$ cat config.mk
export PLATFORM = sky130hd
export DESIGN_NAME = asml_serial_port_unit
export DESIGN_NICKNAME = d
export VERILOG_FILES = /design/src/design/asml_pkg.sv /design/src/design/asml_serial_port_unit.sv
export SDC_FILE = /design/constraint.sdc
export NUM_CORES = 1
export LEC_CHECK = 0
export BUFFER_PORTS_ARGS = -buffer_cell sky130_fd_sc_hd__buf_4
export CAP_MARGIN = 20
export CORE_ASPECT_RATIO = 1.75
export CORE_MARGIN = 2
export CORE_UTILIZATION = 51
export CTS_BUF_LIST = sky130_fd_sc_hd__clkbuf_8 sky130_fd_sc_hd__clkbuf_16
export CTS_CLUSTER_DIAMETER = 80
export CTS_CLUSTER_SIZE = 30
export DETAILED_ROUTE_END_ITERATION = 16
export HOLD_SLACK_MARGIN = 0.08
export PLACE_DENSITY_LB_ADDON = 0.08
export SYNTH_ARGS = -nofsm -noshare
export SYNTH_HDL_FRONTEND = slang
export SYNTH_SLANG_ARGS = --single-unit
$ cat constraint.sdc
create_clock -name hclk -period 3.1 [get_ports hclk]
set_clock_uncertainty 0.1 [all_clocks]
set_input_delay 0.31 -clock hclk [delete_from_list [all_inputs] [get_ports hclk]]
set_output_delay 0.31 -clock hclk [all_outputs]
set_load 0.01 [all_outputs]
$ cat src/design/asml_pkg.sv
package asml_pkg;

  // ==========================================
  // register map (byte addresses)
  localparam logic [7:0] ASML_OFF_TXDATA = 8'h00;
  localparam logic [7:0] ASML_OFF_RXDATA = 8'h04;
  localparam logic [7:0] ASML_OFF_STATUS = 8'h08;
  localparam logic [7:0] ASML_OFF_CTRL = 8'h0C;
  localparam logic [7:0] ASML_OFF_FORMAT = 8'h10;
  localparam logic [7:0] ASML_OFF_DIVISOR = 8'h14;

  // ==========================================
  // field layouts, msb first within the low byte
  typedef struct packed {
    logic tx_holding_empty_flag;
    logic rx_full_flag;
    logic overrun_flag;
    logic framing_err_flag;
    logic parity_err_flag;
    logic tx_end_flag;
    logic addr_flag_bit;
    logic tx_addr_bit_value;
  } asml_status_t;

  typedef struct packed {
    logic tx_empty_irq_enable;
    logic rx_irq_enable;
    logic tx_enable_bit;
    logic rx_enable_bit;
    logic id_wait_enable;
    logic tx_end_irq_enable;
    logic [1:0] rsvd;
  } asml_ctrl_t;

  typedef struct packed {
    logic rsvd_hi;
    logic char_length_sel;
    logic parity_enable_bit;
    logic odd_parity_sel;
    logic two_stop_sel;
    logic mp_format_sel;
    logic [1:0] rsvd_lo;
  } asml_format_t;

  // ==========================================
  // reset values
  localparam asml_status_t ASML_STATUS_RST = 8'h84;
  localparam asml_ctrl_t ASML_CTRL_RST = 8'h00;
  localparam asml_format_t ASML_FORMAT_RST = 8'h00;
  localparam logic [15:0] ASML_DIVISOR_RST = 16'h0000;
  localparam logic [7:0] ASML_TXDATA_RST = 8'hFF;

  // ==========================================
  // timing: 16 ticks per bit, receiver samples on the eighth
  localparam logic [3:0] ASML_TICK_LAST = 4'hF;
  localparam logic [3:0] ASML_TICK_MID = 4'h7;
  localparam logic [2:0] ASML_IDX_LAST8 = 3'h7;
  localparam logic [2:0] ASML_IDX_LAST7 = 3'h6;

  // ==========================================
  // one-hot state codes
  typedef enum logic [5:0] {
    ASML_TX_IDLE = 6'b000001,
    ASML_TX_START = 6'b000010,
    ASML_TX_DATA = 6'b000100,
    ASML_TX_EXTRA = 6'b001000,
    ASML_TX_STOP1 = 6'b010000,
    ASML_TX_STOP2 = 6'b100000
  } asml_tx_state_t;

  typedef enum logic [4:0] {
    ASML_RX_IDLE = 5'b00001,
    ASML_RX_START = 5'b00010,
    ASML_RX_DATA = 5'b00100,
    ASML_RX_EXTRA = 5'b01000,
    ASML_RX_STOP = 5'b10000
  } asml_rx_state_t;

endpackage

$ cat src/design/asml_serial_port_unit.sv
// Added by the designer: the register offsets and the AHB-Lite interface to the registers.
`timescale 1ns/1ps
// Operation
// - software clearing tx empty flag makes holding data move into shift register
// - on that move, empty flag returns to one, sending starts, irq if enabled
// - frame opens with one low start bit, then 7 or 8 data bits lsb first
// - optional parity (even/odd) or address bit follows data; neither also allowed
// - one or two high stop bits, then line held high until next start
// - at stop bit, empty flag zero loads next data, next frame follows directly
// - empty flag one at stop bit sets tx end flag, line marks, irq if enabled
// - receiver finds low start bit, syncs, shifts data lsb first
// - with parity on, received ones count must match even/odd selection
// - first stop bit must be one; second stop bit is never checked
// - all checks pass sets rx full flag and copies shift into holding register
// - any error flag set halts reception until software clears error flags
// - rx full flag set raises rx full irq when rx irq enable is one
// - any error flag with rx irq enable raises rx error irq
// - frame completing while rx full flag is one flags overrun
// - stop bit zero flags framing error yet still loads received data
// - parity mismatch sets the parity error flag
// - address format sends the address bit value software set before clearing
// - address format ignores parity enable; no parity sent or checked
// - id wait enabled drops frames whose address bit is zero
// - receiver samples each bit on eighth of sixteen ticks, at bit centre
// - tx disable sets empty flag and resets shifter; rx disable keeps flags
// - format fields select length, parity, address mode, stop count: 16 formats
module asml_serial_port_unit
  import asml_pkg::*;
(
  input wire logic hclk,
  input wire logic hresetn,
  input wire logic hsel,
  input wire logic [31:0] haddr,
  input wire logic [1:0] htrans,
  input wire logic hwrite,
  input wire logic [2:0] hsize,
  input wire logic [31:0] hwdata,
  input wire logic hready,
  output logic [31:0] hrdata,
  output logic hreadyout,
  output logic hresp,
  input wire logic rxd_in,
  output logic txd_out,
  output logic tx_empty_irq,
  output logic tx_end_irq,
  output logic rx_full_irq,
  output logic rx_error_irq
);

  // ==========================================
  // bus slave: zero wait states, always okay
  logic wr_pend_q;
  logic [7:0] wr_addr_q;
  logic [31:0] hrdata_q;
  logic [31:0] rd_mux;
  wire addr_ok = hsel & htrans[1] & hready;
  wire [7:0] addr_lo = haddr[7:0];
  wire wr_txd = wr_pend_q & (wr_addr_q == ASML_OFF_TXDATA);
  wire wr_stat = wr_pend_q & (wr_addr_q == ASML_OFF_STATUS);
  wire wr_ctrl = wr_pend_q & (wr_addr_q == ASML_OFF_CTRL);
  wire wr_fmt = wr_pend_q & (wr_addr_q == ASML_OFF_FORMAT);
  wire wr_div = wr_pend_q & (wr_addr_q == ASML_OFF_DIVISOR);
  wire asml_status_t wstat = asml_status_t'(hwdata[7:0]);
  wire asml_ctrl_t wctrl = asml_ctrl_t'(hwdata[7:0]);

  asml_status_t stat_q;
  asml_status_t stat_d;
  asml_ctrl_t ctrl_q;
  asml_format_t fmt_q;
  logic [15:0] div_q;
  logic [7:0] tdr_q;
  logic [7:0] rdr_q;

  always_comb begin
    case (addr_lo)
      ASML_OFF_TXDATA: rd_mux = {24'h000000, tdr_q};
      ASML_OFF_RXDATA: rd_mux = {24'h000000, rdr_q};
      ASML_OFF_STATUS: rd_mux = {24'h000000, stat_q};
      ASML_OFF_CTRL: rd_mux = {24'h000000, ctrl_q};
      ASML_OFF_FORMAT: rd_mux = {24'h000000, fmt_q};
      ASML_OFF_DIVISOR: rd_mux = {16'h0000, div_q};
      default: rd_mux = 32'h00000000;
    endcase
  end

  always_ff @(posedge hclk or negedge hresetn) begin
    if (!hresetn) begin
      wr_pend_q <= 1'b0;
      wr_addr_q <= 8'h00;
      hrdata_q <= 32'h00000000;
    end else begin
      wr_pend_q <= addr_ok & hwrite;
      wr_addr_q <= addr_lo;
      hrdata_q <= (addr_ok & ~hwrite) ? rd_mux : 32'h00000000;
    end
  end

  assign hrdata = hrdata_q;
  assign hreadyout = 1'b1;
  assign hresp = 1'b0;

  // ==========================================
  // configuration registers
  asml_ctrl_t ctrl_d;
  logic id_wait_clr;
  always_comb begin
    ctrl_d = ctrl_q;
    if (id_wait_clr) ctrl_d.id_wait_enable = 1'b0;
    if (wr_ctrl) begin
      ctrl_d = wctrl;
      ctrl_d.rsvd = 2'b00;
    end
  end

  always_ff @(posedge hclk or negedge hresetn) begin
    if (!hresetn) begin
      ctrl_q <= ASML_CTRL_RST;
      fmt_q <= ASML_FORMAT_RST;
      div_q <= ASML_DIVISOR_RST;
      tdr_q <= ASML_TXDATA_RST;
    end else begin
      ctrl_q <= ctrl_d;
      if (wr_fmt) fmt_q <= {1'b0, hwdata[6:2], 2'b00};
      if (wr_div) div_q <= hwdata[15:0];
      if (wr_txd) tdr_q <= hwdata[7:0];
    end
  end

  // ==========================================
  // 16x tick from divisor: rate = hclk / (divisor + 1)
  logic [15:0] divcnt_q;
  wire tick = (divcnt_q == 16'h0000);
  always_ff @(posedge hclk or negedge hresetn) begin
    if (!hresetn) divcnt_q <= 16'h0000;
    else divcnt_q <= tick ? div_q : divcnt_q - 16'h0001;
  end

  // ==========================================
  // format decode shared by both directions
  wire mp_fmt = fmt_q.mp_format_sel;
  wire extra_en = mp_fmt | fmt_q.parity_enable_bit;
  wire par_en = fmt_q.parity_enable_bit & ~mp_fmt;
  wire [2:0] idx_last = fmt_q.char_length_sel ? ASML_IDX_LAST7 : ASML_IDX_LAST8;
  wire [7:0] len_mask = fmt_q.char_length_sel ? 8'h7F : 8'hFF;

  // ==========================================
  // transmitter
  asml_tx_state_t tx_st_q;
  asml_tx_state_t tx_st_d;
  logic [7:0] tsr_q;
  logic tx_addr_bit_q;
  logic tx_pend_q;
  logic [3:0] tx_cnt_q;
  logic [2:0] tx_idx_q;
  logic txd_q;
  logic txd_d;
  logic tx_load;
  logic tx_end_set;
  logic pend_d;
  wire tx_on = ctrl_q.tx_enable_bit;
  wire tx_bit_done = tick & (tx_cnt_q == ASML_TICK_LAST);
  wire tx_par = ^(tsr_q & len_mask) ^ fmt_q.odd_parity_sel;
  wire tx_to_stop = tx_bit_done & ((tx_st_q == ASML_TX_EXTRA) |
                    ((tx_st_q == ASML_TX_DATA) & (tx_idx_q == idx_last) & ~extra_en));
  wire tx_start = tx_on & (tx_st_q == ASML_TX_IDLE) & ~stat_q.tx_holding_empty_flag;

  always_comb begin
    tx_st_d = tx_st_q;
    tx_load = tx_start;
    tx_end_set = 1'b0;
    pend_d = tx_pend_q;
    case (tx_st_q)
      ASML_TX_IDLE: if (tx_start) tx_st_d = ASML_TX_START;
      ASML_TX_START: if (tx_bit_done) tx_st_d = ASML_TX_DATA;
      ASML_TX_DATA: begin
        if (tx_bit_done && tx_idx_q == idx_last)
          tx_st_d = extra_en ? ASML_TX_EXTRA : ASML_TX_STOP1;
      end
      ASML_TX_EXTRA: if (tx_bit_done) tx_st_d = ASML_TX_STOP1;
      ASML_TX_STOP1: begin
        if (tx_bit_done)
          tx_st_d = fmt_q.two_stop_sel ? ASML_TX_STOP2 :
                    (tx_pend_q ? ASML_TX_START : ASML_TX_IDLE);
      end
      ASML_TX_STOP2: begin
        if (tx_bit_done) tx_st_d = tx_pend_q ? ASML_TX_START : ASML_TX_IDLE;
      end
      default: tx_st_d = ASML_TX_IDLE;
    endcase
    if (tx_to_stop) begin
      // empty flag is judged as the stop bit begins
      tx_load = ~stat_q.tx_holding_empty_flag;
      tx_end_set = stat_q.tx_holding_empty_flag;
      pend_d = ~stat_q.tx_holding_empty_flag;
    end else if (tx_st_d == ASML_TX_START) begin
      pend_d = 1'b0;
    end
    if (!tx_on) begin
      tx_st_d = ASML_TX_IDLE;
      tx_load = 1'b0;
      tx_end_set = 1'b0;
      pend_d = 1'b0;
    end
  end

  always_comb begin
    case (tx_st_q)
      ASML_TX_START: txd_d = 1'b0;
      ASML_TX_DATA: txd_d = tsr_q[tx_idx_q];
      ASML_TX_EXTRA: txd_d = mp_fmt ? tx_addr_bit_q : tx_par;
      default: txd_d = 1'b1;
    endcase
    // mark at once on disable, no stale bit left for a cycle
    if (!tx_on) txd_d = 1'b1;
  end

  always_ff @(posedge hclk or negedge hresetn) begin
    if (!hresetn) begin
      tx_st_q <= ASML_TX_IDLE;
      tsr_q <= 8'hFF;
      tx_addr_bit_q <= 1'b0;
      tx_pend_q <= 1'b0;
      tx_cnt_q <= 4'h0;
      tx_idx_q <= 3'h0;
      txd_q <= 1'b1;
    end else begin
      tx_st_q <= tx_st_d;
      tx_pend_q <= pend_d;
      txd_q <= txd_d;
      if (!tx_on) tsr_q <= 8'hFF;
      else if (tx_load) begin
        tsr_q <= tdr_q;
        tx_addr_bit_q <= stat_q.tx_addr_bit_value;
      end
      if (tx_st_q == ASML_TX_IDLE || tx_st_d != tx_st_q) tx_cnt_q <= 4'h0;
      else if (tick) tx_cnt_q <= tx_cnt_q + 4'h1;
      if (tx_st_q != ASML_TX_DATA) tx_idx_q <= 3'h0;
      else if (tx_bit_done) tx_idx_q <= tx_idx_q + 3'h1;
    end
  end

  assign txd_out = txd_q;

  // ==========================================
  // receiver
  asml_rx_state_t rx_st_q;
  asml_rx_state_t rx_st_d;
  logic [7:0] rsr_q;
  logic rx_extra_q;
  logic [3:0] rx_cnt_q;
  logic [2:0] rx_idx_q;
  wire rx_on = ctrl_q.rx_enable_bit;
  wire err_any = stat_q.overrun_flag | stat_q.framing_err_flag | stat_q.parity_err_flag;
  wire rx_bit_done = tick & (rx_cnt_q == ASML_TICK_LAST);
  wire rx_mid = tick & (rx_cnt_q == ASML_TICK_MID);
  wire rx_done = (rx_st_q == ASML_RX_STOP) & rx_bit_done;
  wire [7:0] rx_data = rsr_q & len_mask;
  wire skip = mp_fmt & ctrl_q.id_wait_enable & ~rx_extra_q;
  wire par_bad = par_en & ((^rx_data ^ rx_extra_q) != fmt_q.odd_parity_sel);
  wire stop_ok = rxd_in;
  wire ovr_ev = rx_done & ~skip & stat_q.rx_full_flag;
  wire frame_err_ev = rx_done & ~skip & ~stop_ok;
  wire per_ev = rx_done & ~skip & par_bad;
  // overrun drops the frame; framing error still hands data over
  wire rdr_load = rx_done & ~skip & ~stat_q.rx_full_flag & (~par_bad | ~stop_ok);
  wire rx_full_set = rx_done & ~skip & ~stat_q.rx_full_flag & stop_ok & ~par_bad;
  assign id_wait_clr = rx_done & mp_fmt & rx_extra_q;

  always_comb begin
    rx_st_d = rx_st_q;
    case (rx_st_q)
      ASML_RX_IDLE: if (tick && !rxd_in && !err_any) rx_st_d = ASML_RX_START;
      ASML_RX_START: begin
        // a glitch shorter than half a bit is not a start
        if (rx_mid) rx_st_d = rxd_in ? ASML_RX_IDLE : ASML_RX_DATA;
      end
      ASML_RX_DATA: begin
        if (rx_bit_done && rx_idx_q == idx_last)
          rx_st_d = extra_en ? ASML_RX_EXTRA : ASML_RX_STOP;
      end
      ASML_RX_EXTRA: if (rx_bit_done) rx_st_d = ASML_RX_STOP;
      ASML_RX_STOP: if (rx_bit_done) rx_st_d = ASML_RX_IDLE;
      default: rx_st_d = ASML_RX_IDLE;
    endcase
    if (!rx_on) rx_st_d = ASML_RX_IDLE;
  end

  always_ff @(posedge hclk or negedge hresetn) begin
    if (!hresetn) begin
      rx_st_q <= ASML_RX_IDLE;
      rsr_q <= 8'h00;
      rx_extra_q <= 1'b0;
      rx_cnt_q <= 4'h0;
      rx_idx_q <= 3'h0;
      rdr_q <= 8'h00;
    end else begin
      rx_st_q <= rx_st_d;
      if (rx_st_q == ASML_RX_IDLE || rx_mid && rx_st_q == ASML_RX_START) rx_cnt_q <= 4'h0;
      else if (tick) rx_cnt_q <= rx_cnt_q + 4'h1;
      if (rx_st_q != ASML_RX_DATA) rx_idx_q <= 3'h0;
      else if (rx_bit_done) rx_idx_q <= rx_idx_q + 3'h1;
      if (rx_st_q == ASML_RX_START) rsr_q <= 8'h00;
      else if (rx_st_q == ASML_RX_DATA && rx_bit_done) rsr_q[rx_idx_q] <= rxd_in;
      if (rx_st_q == ASML_RX_START) rx_extra_q <= 1'b0;
      else if (rx_st_q == ASML_RX_EXTRA && rx_bit_done) rx_extra_q <= rxd_in;
      if (rdr_load) rdr_q <= rx_data;
    end
  end

  // ==========================================
  // status flags: software writes 0 to clear all but tx end and addr flag, hardware set wins
  always_comb begin
    stat_d = stat_q;
    if (wr_stat) begin
      stat_d.tx_addr_bit_value = wstat.tx_addr_bit_value;
      if (!wstat.tx_holding_empty_flag) stat_d.tx_holding_empty_flag = 1'b0;
      if (!wstat.rx_full_flag) stat_d.rx_full_flag = 1'b0;
      if (!wstat.overrun_flag) stat_d.overrun_flag = 1'b0;
      if (!wstat.framing_err_flag) stat_d.framing_err_flag = 1'b0;
      if (!wstat.parity_err_flag) stat_d.parity_err_flag = 1'b0;
    end
    if (tx_load) stat_d.tx_end_flag = 1'b0;
    if (tx_load || !tx_on) stat_d.tx_holding_empty_flag = 1'b1;
    if (tx_end_set) stat_d.tx_end_flag = 1'b1;
    if (rx_full_set) stat_d.rx_full_flag = 1'b1;
    if (rdr_load) stat_d.addr_flag_bit = rx_extra_q;
    if (ovr_ev) stat_d.overrun_flag = 1'b1;
    if (frame_err_ev) stat_d.framing_err_flag = 1'b1;
    if (per_ev) stat_d.parity_err_flag = 1'b1;
  end

  // ==========================================
  // interrupt requests, registered
  logic tx_empty_irq_q;
  logic tx_end_irq_q;
  logic rx_full_irq_q;
  logic rx_error_irq_q;
  always_ff @(posedge hclk or negedge hresetn) begin
    if (!hresetn) begin
      stat_q <= ASML_STATUS_RST;
      tx_empty_irq_q <= 1'b0;
      tx_end_irq_q <= 1'b0;
      rx_full_irq_q <= 1'b0;
      rx_error_irq_q <= 1'b0;
    end else begin
      stat_q <= stat_d;
      tx_empty_irq_q <= ctrl_d.tx_empty_irq_enable & stat_d.tx_holding_empty_flag;
      tx_end_irq_q <= ctrl_d.tx_end_irq_enable & stat_d.tx_end_flag;
      rx_full_irq_q <= ctrl_d.rx_irq_enable & stat_d.rx_full_flag;
      rx_error_irq_q <= ctrl_d.rx_irq_enable & (stat_d.overrun_flag |
                        stat_d.framing_err_flag | stat_d.parity_err_flag);
    end
  end

  assign tx_empty_irq = tx_empty_irq_q;
  assign tx_end_irq = tx_end_irq_q;
  assign rx_full_irq = rx_full_irq_q;
  assign rx_error_irq = rx_error_irq_q;

endmodule

==> impl_metrics.env, run 1 <==
export IMPL_ys_flop_type="dfrtp_1"
export IMPL_core_area_um2=13500
export IMPL_clockRootBuffer="clkbuf_16"
export IMPL_cts_tree="built"
export IMPL_seq_area_frac_synth=0.507
export IMPL_netlist_area_um2=7010
export IMPL_grt_pass1_wl_mm=27.7
export IMPL_synth_top_cell_area_share=0.428
export IMPL_start_util=0.521
export IMPL_grt_antenna_before_repair=0
export IMPL_route_detailed_drc=0
export IMPL_power_frac_seq=0.448
export IMPL_end_kind="flip-flop"
export IMPL_hold_class="primary input to flip-flop"
export IMPL_drt_iter0_drc=280
export IMPL_fillerInstances=1126
export IMPL_die_area_um2=14700
export IMPL_cts_setup_buffers=0
export IMPL_cap_violations=0
export IMPL_power_density_nw_per_um2=545
export IMPL_clkSlewWorstSetupHoldPaths_ns=0.07
export IMPL_grt_overflow=0
export IMPL_cts_buffers=17
export IMPL_syn_area_per_cell_um2=10.8
export IMPL_io_buffer_count=51
export IMPL_critPathLaunchType="flip-flop"
export IMPL_synthTopCellsByArea="dfrtp_1 43%, dfstp_2 7.9%, mux2_2 6.7%"
export IMPL_synth_seq_cells=141
export IMPL_status="finished, final reports clean"
export IMPL_hpwl_mm=12.6
export IMPL_power_leakage_uw=0.00371
export IMPL_p_comb_frac=0.115
export IMPL_drive_gt1_frac=0.259
export IMPL_finalHoldViolCount=0
export IMPL_antenna_cells=0
export IMPL_synth_cells=649
export IMPL_cts_buffer_depth=2
export IMPL_first_pass_iters=5
export IMPL_grtUsageTotal=0.243
export IMPL_setup_violations=0
export IMPL_required_ns=3.30
export IMPL_cts_sink_count=141
export IMPL_nNetsFinal=820
export IMPL_tightestPinTransition_ns=0.717
export IMPL_intPower_uw=3420
export IMPL_final_common_cell="dfrtp_1"
export IMPL_viasPerCell=5.65
export IMPL_die_h_um=159
export IMPL_synth_edf_count=0
export IMPL_grt_pass1_vias=5379
export IMPL_grt_max_degree=80
export IMPL_slew_headroom=0.522
export IMPL_final_cell_mix="120 x dfrtp_1, 74 x buf_4, 72 x nor2_1, 42 x mux2_2, 39 x nand2_1"
export IMPL_insertion_delay_ns=0.41
export IMPL_max_freq_mhz=339
export IMPL_vias=5235
export IMPL_wl_mm=17.1
export IMPL_grt_setup_unrepaired="no"
export IMPL_arrival_ns=3.15
export IMPL_holdWs_ns=0.0962
export IMPL_ys_async_sr_fraction=1.00
export IMPL_switching_share=0.260
export IMPL_postRouteAntennaNets=0
export IMPL_ir_drop_mv=0.381
export IMPL_path_class="flip-flop to flip-flop"
export IMPL_h_tree_depth=4
export IMPL_row_count=56
export IMPL_wire_per_inst_um=18.4
export IMPL_area_growth_pct=20.9
export IMPL_yosys_warnings=0
export IMPL_yosys_area_top_type="dfrtp_1"
export IMPL_ys_types=64
export IMPL_fin_crit_sh=0.951
export IMPL_tns_ns=0
export IMPL_switching_power_uw=1200
export IMPL_fin_crit_ns=2.95
export IMPL_place_gp_congestion=0.893
export IMPL_fp_dieW_um=92.7
export IMPL_maxSlewViolCount=0
export IMPL_io_pins=114
export IMPL_clkPwrFrac=0.436
export IMPL_cp_max_fo=6
## worst max-delay path, cell delays in order, from the launching register on
cell and delay, ns:
dfrtp_1 0.38, inv_1 0.06, ha_1 0.17, or3b_1 0.38, or4_4 0.57, nand2b_1 0.23
o31ai_1 0.31, and3_2 0.30, o311ai_0 0.17, o211a_1 0.17
## routing by layer
layer  track usage  part of all wire
met1         0.280              0.39
met5             0                 0
met2         0.435              0.54
met3        0.0506             0.035
met4        0.0983             0.032
## area by class of cell
type | instances | area, µm² | share of cell area
well taps | 174 | 218 | 0.0257
flip-flops and latches | 141 | 3550 | 0.419
repair buffers | 101 | 837 | 0.0987
multi-input cells | 467 | 3240 | 0.382
inverters | 12 | 45.0 | 0.00531
clock inverters | 15 | 164 | 0.0193
clock buffers | 17 | 425 | 0.0502
## stage by stage
step | setup slack, ns | utilization | total power [µW] | std cells | cell area [µm²]
floorplan | 0.0986 | - | 2430 | 665 | 7070
global placement | 0.0817 | 0.567 | 2580 | 870 | 7630
finish | 0.152 | 0.630 | 4620 | 927 | 8480
CTS | 0.0370 | 0.629 | 4650 | 927 | 8470
detailed placement | 0.0473 | 0.567 | 2600 | 870 | 7630
global route | 0.000324 | 0.630 | 4810 | 927 | 8480
## worst paths after layout
path,start,to,slack [ns],cells past startpoint
min in group asynchronous,hresetn,hrdata[8],0.40,2
setup / recovery,divcnt_q[0],rx_st_q[4],0.15,9
max in group asynchronous,hresetn,tdr_q[4],1.63,3
hold reg to reg,divcnt_q[14],divcnt_q[14],0.39,2
setup reg to reg,divcnt_q[0],rx_st_q[4],0.15,9
hold / removal,hwdata[2],tdr_q[2],0.1,2
## logic make-up (layout without fill, tap and decap cells)
group | count (synthesis) | after routing | synth area share
other | 2 | 18 | 0.00107
multiplexers | 65 | 65 | 0.115
XOR/XNOR | 41 | 41 | 0.0532
buffers and inverters | 57 | 145 | 0.0423
flip-flops | 141 | 141 | 0.507
AO/OA/AOI/OAI | 104 | 104 | 0.0994
adder cells (fa/ha/maj) | 5 | 5 | 0.00892
AND/OR/NAND/NOR | 234 | 234 | 0.173
## cells in the mapped netlist (5+ instances only)
cell type    n
o211ai_1     5
nor3_1      24
nor3b_1      7
clkbuf_1    20
or3_1        6
dfstp_2     21
and3_1      15
nand3b_1     6
o21a_1       7
dfrtp_1    120
mux2i_1     14
mux2_2      42
xor2_1      14
xnor2_1     26
buf_4       19
or4_1        8
a21oi_1     22
nand2b_1     6
nand2_1     39
mux4_2       8
o22a_1       8
nor2_1      72
nand4_1      5
nand3_1     17
inv_1       12
a22oi_1      7
o21ai_0     32
ha_1         5
nor2b_1      8
## state kept, by name, summed over array words and instances, names as in the netlist, 8 cells and up
register / cells
divcnt_q: 16
stat_q: 8
tsr_q: 8
div_q: 16
hrdata: 16
tdr_q: 8
rsr_q: 8
rdr_q: 8
wr_addr_q: 8
## power groups by stage
stage / Sequential, µW / Combinational (µW) / Clock [µW]
2_1_floorplan: 2070 / 351 / 0
3_3_place_gp: 2100 / 485 / 0
3_5_place_dp: 2100 / 500 / 0
4_1_cts: 2070 / 529 / 2050
5_1_grt: 2090 / 587 / 2140
6_report: 2070 / 533 / 2020
## repair_timing
action / in CTS / in global routing
hold buffers: 25 / 0
endpoints found under the hold margin: 92 / 0
setup endpoints to repair: 0 / 18
resized for setup: 0 / 4
(Power assumes the default switching activity.)
==> run 2: changes to the inputs <==
- CTS_CLUSTER_SIZE: 30 -> 40
- GPL_TIMING_DRIVEN: unset -> 0
- PLACE_DENSITY: unset -> 0.76
- PLACE_DENSITY_LB_ADDON: 0.08 -> unset
==> run 2 against run 1 <==
  * Count of clock-buffer cells in the layout unchanged
  * Critical path type unchanged
  * Largest cell class unchanged
  * Sequential cell count is the same
  * Register-to-register slack worse by 0.11 ns
  * Die area did not move
  * Largest power group is now clock
  * Highest routed layer unchanged
==> impl_metrics.env, run 2 (synthesis gave the netlist of run 1 again) <==
export IMPL_status="finished, final reports clean"
export IMPL_dp_slack_ns=-0.581
export IMPL_path_class="flip-flop to flip-flop"
export IMPL_antenna_cells=0
export IMPL_die_area_um2=14700
export IMPL_finalHoldViolCount=0
export IMPL_grtUsageTotal=0.258
export IMPL_hpwl_mm=12.9
export IMPL_route_detailed_drc=0
export IMPL_arrival_ns=3.26
export IMPL_row_count=56
export IMPL_cp_max_fo=10
export IMPL_io_pins=114
export IMPL_ir_drop_mv=0.681
export IMPL_viasPerCell=5.74
export IMPL_power_density_nw_per_um2=543
export IMPL_setup_ws_ns=0.0467
export IMPL_timing_rr_end="rx_st_q[4]"
export IMPL_fin_crit_sh=0.985
export IMPL_insertion_delay_ns=0.42
export IMPL_power_leakage_uw=0.00383
export IMPL_holdPathEnd="fmt_q[4]"
export IMPL_r2r_start="divcnt_q[7]"
export IMPL_tightestPinTransition_ns=1.06
export IMPL_cts_sink_count=141
export IMPL_grt_overflow=0
export IMPL_total_power_uw=4750
export IMPL_slew_headroom=0.285
export IMPL_h_tree_depth=4
export IMPL_cts_tree="built"
export IMPL_grt_pass1_vias=5865
export IMPL_cap_violations=0
export IMPL_final_common_cell="dfrtp_1"
export IMPL_drive_gt1_frac=0.273
export IMPL_clkSlewWorstSetupHoldPaths_ns=0.06
export IMPL_slowest_stage="or4_4"
export IMPL_fin_crit_ns=3.05
export IMPL_fillerInstances=1089
export IMPL_fin_util=0.650
export IMPL_tns_ns=0
export IMPL_grt_pass1_wl_mm=29.5
export IMPL_postRouteAntennaNets=0
export IMPL_io_buffer_count=51
export IMPL_maxSlewViolCount=0
export IMPL_end_kind="flip-flop"
export IMPL_hp_start="hwdata[4]"
export IMPL_die_h_um=159
export IMPL_cts_buffer_depth=2
export IMPL_cts_buffers=17
export IMPL_grt_antenna_before_repair=0
export IMPL_r2r_cells=9
export IMPL_drt_iter0_drc=330
export IMPL_first_pass_iters=5
export IMPL_core_area_um2=13500
export IMPL_hold_path_depth=2
export IMPL_critPathLaunchType="flip-flop"
export IMPL_final_cell_mix="120 x dfrtp_1, 77 x buf_4, 72 x nor2_1, 42 x mux2_2, 39 x nand2_1"
export IMPL_grt_max_degree=101
export IMPL_nNetsFinal=848
export IMPL_place_gp_congestion=0.902
export IMPL_path_cells="or4_4 > or4_4 > nand2b_1 > buf_6 > o31ai_2 > and3_1 > buf_4 > o311ai_0 > o211a_1"
export IMPL_hold_class="primary input to flip-flop"
export IMPL_grt_setup_unrepaired="yes"
export IMPL_vias=5484
export IMPL_required_ns=3.31
export IMPL_area_growth_pct=24.6
export IMPL_critPathMaxStageDelay_ns=0.61
export IMPL_fp_dieW_um=92.7
export IMPL_max_freq_mhz=328
export IMPL_setup_violations=0
export IMPL_clockRootBuffer="clkbuf_16"
export IMPL_wl_mm=18.2
export IMPL_reg2reg_slack_ns=0.05
export IMPL_finalNonFillerCells=955
export IMPL_path_common_cell="or4_4"
export IMPL_dpl_cell_count=891
export IMPL_start_util=0.521
export IMPL_wire_per_inst_um=19.1
## run 2: cell types whose count changed in the layout (fill, tap and decap cells not counted), sizes merged
cell,previous run,this run
clkbuf,17,35
buf,76,84
clkinv,4,1
inv,17,19
bufinv,2,3
dlygate4sd3,25,26
o21ai,33,34
## run 2: worst max-delay path, delay by kind of cell (launching register included)
family / cells / cell delay, ns
simple gates: 4 / 1.56
compound gates: 3 / 0.57
flops: 1 / 0.42
buf+inv: 2 / 0.29
## run 2: worst max-delay path by stage
| stage | start | to | slack, ns | cells after the start |
|---|---|---|---|---|
| CTS | divcnt_q[0] | tx_empty_irq | -0.003 | 11 |
| floorplan | divcnt_q[0] | tx_addr_bit_q | 0.1 | 11 |
| detailed placement | divcnt_q[0] | tx_cnt_q[2] | -0.58 | 11 |
| global placement | divcnt_q[0] | tx_cnt_q[3] | -0.49 | 11 |
| global route | divcnt_q[0] | rx_st_q[4] | -0.03 | 11 |
| finish | divcnt_q[7] | rx_st_q[4] | 0.05 | 9 |
## run 2: where the power goes
| group | internal (µW) | leakage, µW | total [µW] | switching [µW] |
|---|---|---|---|---|
| Combinational | 282 | 0.00180 | 560 | 278 |
| Sequential | 1960 | 0.00175 | 2080 | 122 |
| Clock | 1280 | 0.000289 | 2100 | 825 |
| Total | 3520 | 0.00383 | 4750 | 1230 |
## run 2: through the flow
step,hold slack (ns),area [µm²]
3_5_place_dp,0.150,7710
2_1_floorplan,-0.0856,7070
6_report,0.104,8740
3_3_place_gp,0.327,7670
4_1_cts,0.0879,8680
5_1_grt,0.106,8740
## run 2: metal layers
| layer | GRT usage | wire length, µm | vias to the layer above |
|---|---|---|---|
| met5 | 0 | 0 | - |
| met4 | 0.156 | 935 | 0 |
| met3 | 0.0374 | 635 | 64 |
| met2 | 0.468 | 9990 | 185 |
| met1 | 0.278 | 6660 | 2715 |
| li1 | - | - | 2520 |
## run 2: area by class of cell
| type | instances | area (µm²) | share of cell area |
|---|---|---|---|
| Sequential cell | 141 | 3550 | 0.407 |
| Timing Repair Buffer | 86 | 734 | 0.0840 |
| Clock inverter | 15 | 185 | 0.0212 |
| Inverter | 12 | 45.0 | 0.00515 |
| Multi-Input combinational cell | 468 | 3330 | 0.381 |
| Tap cell | 174 | 218 | 0.0249 |
| Clock buffer | 17 | 425 | 0.0487 |
| Buffer | 42 | 245 | 0.0281 |
## run 2: repair_timing
| action | CTS | global route |
|---|---|---|
| setup buffers | 6 | 2 |
| hold buffers | 26 | 0 |
| setup endpoints to repair | 42 | 44 |
| endpoints found under the hold margin | 73 | 0 |
| resized for setup | 11 | 14 |
| pin swaps | 6 | 8 |
| cloned | 1 | 0 |
==> run 3: changes to the inputs <==
- ABC_AREA: unset -> 1
==> run 3 against run 2 <==
  * Clock power barely moved
  * Critical path depth rose by 1
  * Synthesized cell count rose by 31%
  * Design area fell by 0.31%
  * Largest power group unchanged
  * Register-to-register slack improved by 0.63 ns
==> impl_metrics.env, run 3 <==
export IMPL_finalHoldViolCount=0
export IMPL_critPathLaunchType="primary input"
export IMPL_path_common_cell="inv_1"
export IMPL_ys_async_sr_fraction=1.00
export IMPL_clkSlewWorstSetupHoldPaths_ns=0.06
export IMPL_drive_gt1_frac=0.185
export IMPL_seq_area_frac_synth=0.494
export IMPL_cts_buffer_depth=2
export IMPL_cp_startpoint="haddr[1]"
export IMPL_path_cells="dlygate4sd3_1 > buf_4 > nor2_1 > inv_1 > nor3_2 > nand2_2 > inv_1 > a32o_1 > a21oi_1 > a31oi_1"
export IMPL_hold_path_depth=3
export IMPL_grt_pass1_wl_mm=30.8
export IMPL_grt_pass1_vias=6409
export IMPL_r2r_start="divcnt_q[0]"
export IMPL_setup_violations=0
export IMPL_max_freq_mhz=386
export IMPL_critPathMaxStageDelay_ns=0.54
export IMPL_status="finished, final reports clean"
export IMPL_yosys_top_cells_count="164 x nand2_1, 120 x dfrtp_1, 110 x inv_1"
export IMPL_synth_edf_count=0
export IMPL_power_frac_seq=0.430
export IMPL_netlist_area_um2=7190
export IMPL_hpwl_mm=14.4
export IMPL_path_buf_inv=4
export IMPL_place_gp_congestion=0.995
export IMPL_grtUsageTotal=0.268
export IMPL_nNetsFinal=1038
export IMPL_io_pins=114
export IMPL_antenna_cells=0
export IMPL_power_density_nw_per_um2=547
export IMPL_fin_crit_ns=2.59
export IMPL_grt_setup_unrepaired="no"
export IMPL_h_tree_depth=4
export IMPL_p_comb_frac=0.136
export IMPL_yosys_area_top_type="dfrtp_1"
export IMPL_slew_headroom=0.374
export IMPL_drt_iter0_drc=450
export IMPL_route_detailed_drc=0
export IMPL_grt_max_degree=76
export IMPL_first_pass_iters=5
export IMPL_holdPathEnd="tdr_q[7]"
export IMPL_wl_mm=19.3
export IMPL_viasPerCell=5.36
export IMPL_dp_slack_ns=0.663
export IMPL_row_count=57
export IMPL_hp_start="hwdata[7]"
export IMPL_path_class="primary input to flip-flop"
export IMPL_seqCellArea_um2=3550
export IMPL_multiInputGateArea_um2=3070
export IMPL_cap_violations=0
export IMPL_die_h_um=161
export IMPL_yosys_warnings=0
export IMPL_io_buffer_count=50
export IMPL_cts_resized_gates=0
export IMPL_hold_class="primary input to flip-flop"
export IMPL_arrival_ns=2.79
export IMPL_ir_drop_mv=0.380
export IMPL_reg2reg_slack_ns=0.68
export IMPL_core_area_um2=13800
export IMPL_die_area_um2=15100
export IMPL_final_common_cell="nand2_1"
export IMPL_timing_rr_end="rsr_q[1]"
export IMPL_cts_buffers=17
export IMPL_tns_ns=0
export IMPL_tightestPinTransition_ns=0.931
export IMPL_maxSlewViolCount=0
export IMPL_r2r_cells=13
export IMPL_synth_top_cell_area_share=0.418
export IMPL_synthTopCellsByArea="dfrtp_1 42%, nand2_1 8.6%, dfstp_2 7.7%"
export IMPL_cp_max_fo=10
export IMPL_syn_area_per_cell_um2=8.48
export IMPL_required_ns=3.30
export IMPL_final_cell_mix="164 x nand2_1, 120 x dfrtp_1, 110 x inv_1, 76 x nor2_1, 67 x buf_4"
export IMPL_switching_power_uw=1370
export IMPL_area_growth_pct=21.2
export IMPL_clockRootBuffer="clkbuf_16"
export IMPL_intPower_uw=3400
export IMPL_ys_types=50
export IMPL_synth_cells=848
export IMPL_grt_overflow=0
export IMPL_slowest_stage="dlygate4sd3_1"
export IMPL_wire_per_inst_um=16.8
export IMPL_insertion_delay_ns=0.43
export IMPL_ys_flop_type="dfrtp_1"
export IMPL_clkPwrFrac=0.434
export IMPL_grt_antenna_before_repair=0
export IMPL_critPathTopFamily="buffers and inverters"
export IMPL_vias=6152
export IMPL_cts_tree="built"
export IMPL_fin_crit_sh=0.836
export IMPL_postRouteAntennaNets=0
export IMPL_switching_share=0.288
export IMPL_start_util=0.520
export IMPL_power_leakage_uw=0.00424
export IMPL_setup_ws_ns=0.508
export IMPL_fillerInstances=1202
export IMPL_end_kind="flip-flop"
export IMPL_synth_most_common_cell="nand2_1"
export IMPL_synth_seq_cells=141
export IMPL_fp_dieW_um=93.8
export IMPL_cts_sink_count=141
-- run 3: cell count changes in the layout (fill, tap and decap cells not counted), sizes merged, moves of 16 or more --
cell	before	now
o21ai	34	73
inv	19	125
nand2	39	177
mux2	43	9
nand3	17	58
nand4	5	22
nor2	74	90
-- run 3: worst max path at each step --
stage / end / cells after the start
floorplan: rdr_q[7] / 12
global placement: hrdata[7] / 9
detailed placement: hrdata[7] / 9
CTS: hrdata[7] / 10
global route: hrdata[7] / 9
finish: hrdata[7] / 10
-- run 3: power groups by stage --
| stage | combinational (µW) | clock (µW) | sequential (µW) |
|---|---|---|---|
| finish | 647 | 2070 | 2050 |
| global route | 725 | 2160 | 2060 |
| CTS | 653 | 2090 | 2050 |
| detailed placement | 624 | 0 | 2080 |
| global placement | 611 | 0 | 2080 |
| floorplan | 446 | 0 | 2060 |
-- run 3: logic make-up after synthesis --
group / after synthesis / synth area share
AND/OR/NAND/NOR: 372 / 0.241
buffers and inverters: 146 / 0.0875
flip-flops: 141 / 0.494
AO/OA/AOI/OAI: 137 / 0.109
XOR/XNOR: 30 / 0.0365
multiplexers: 15 / 0.0224
adder cells (fa/ha/maj): 5 / 0.00870
other: 2 / 0.00104
-- run 3: timing repair --
item                                   in CTS  in global routing
setup endpoints to repair                   0                  0
hold buffers                               24                  0
endpoints found under the hold margin      88                  0
setup buffers                               0                  0
-- run 3: metal layers --
metal	vias to the layer above	GRT usage	wire length (µm)
met2	181	0.488	10600
met1	2928	0.273	6780
met4	0	0.175	1140
li1	2967	-	-
met3	76	0.0443	758
met5	-	0	0
-- run 3: final cells by class --
| class | instances | area share |
|---|---|---|
| clock inverters | 15 | 0.0195 |
| clock buffers | 17 | 0.0488 |
| repair buffers | 75 | 0.0742 |
| plain buffers | 31 | 0.0224 |
| inverters | 115 | 0.0498 |
| multi-input cells | 577 | 0.352 |
| flip-flops and latches | 141 | 0.408 |
| well taps | 177 | 0.0254 |
-- run 3: stage by stage --
stage	total power [µW]	instances	utilization	hold WS (ns)	area [µm²]
2_1_floorplan	2510	864	-	-0.0856	7250
3_3_place_gp	2690	1091	0.567	0.329	7850
3_5_place_dp	2710	1092	0.569	0.244	7880
4_1_cts	4790	1148	0.630	0.0845	8710
5_1_grt	4940	1148	0.630	0.106	8710
6_report	4770	1148	0.630	0.0868	8710
-- run 3: worst reg2reg max path, delay by kind of cell (launching register included) --
family,cells,cell delay [ns]
flip-flops,1,0.42
AND/OR/NAND/NOR,7,0.99
AO/OA/AOI/OAI,2,0.19
buffers and inverters,3,0.42
adder cells (fa/ha/maj),1,0.20
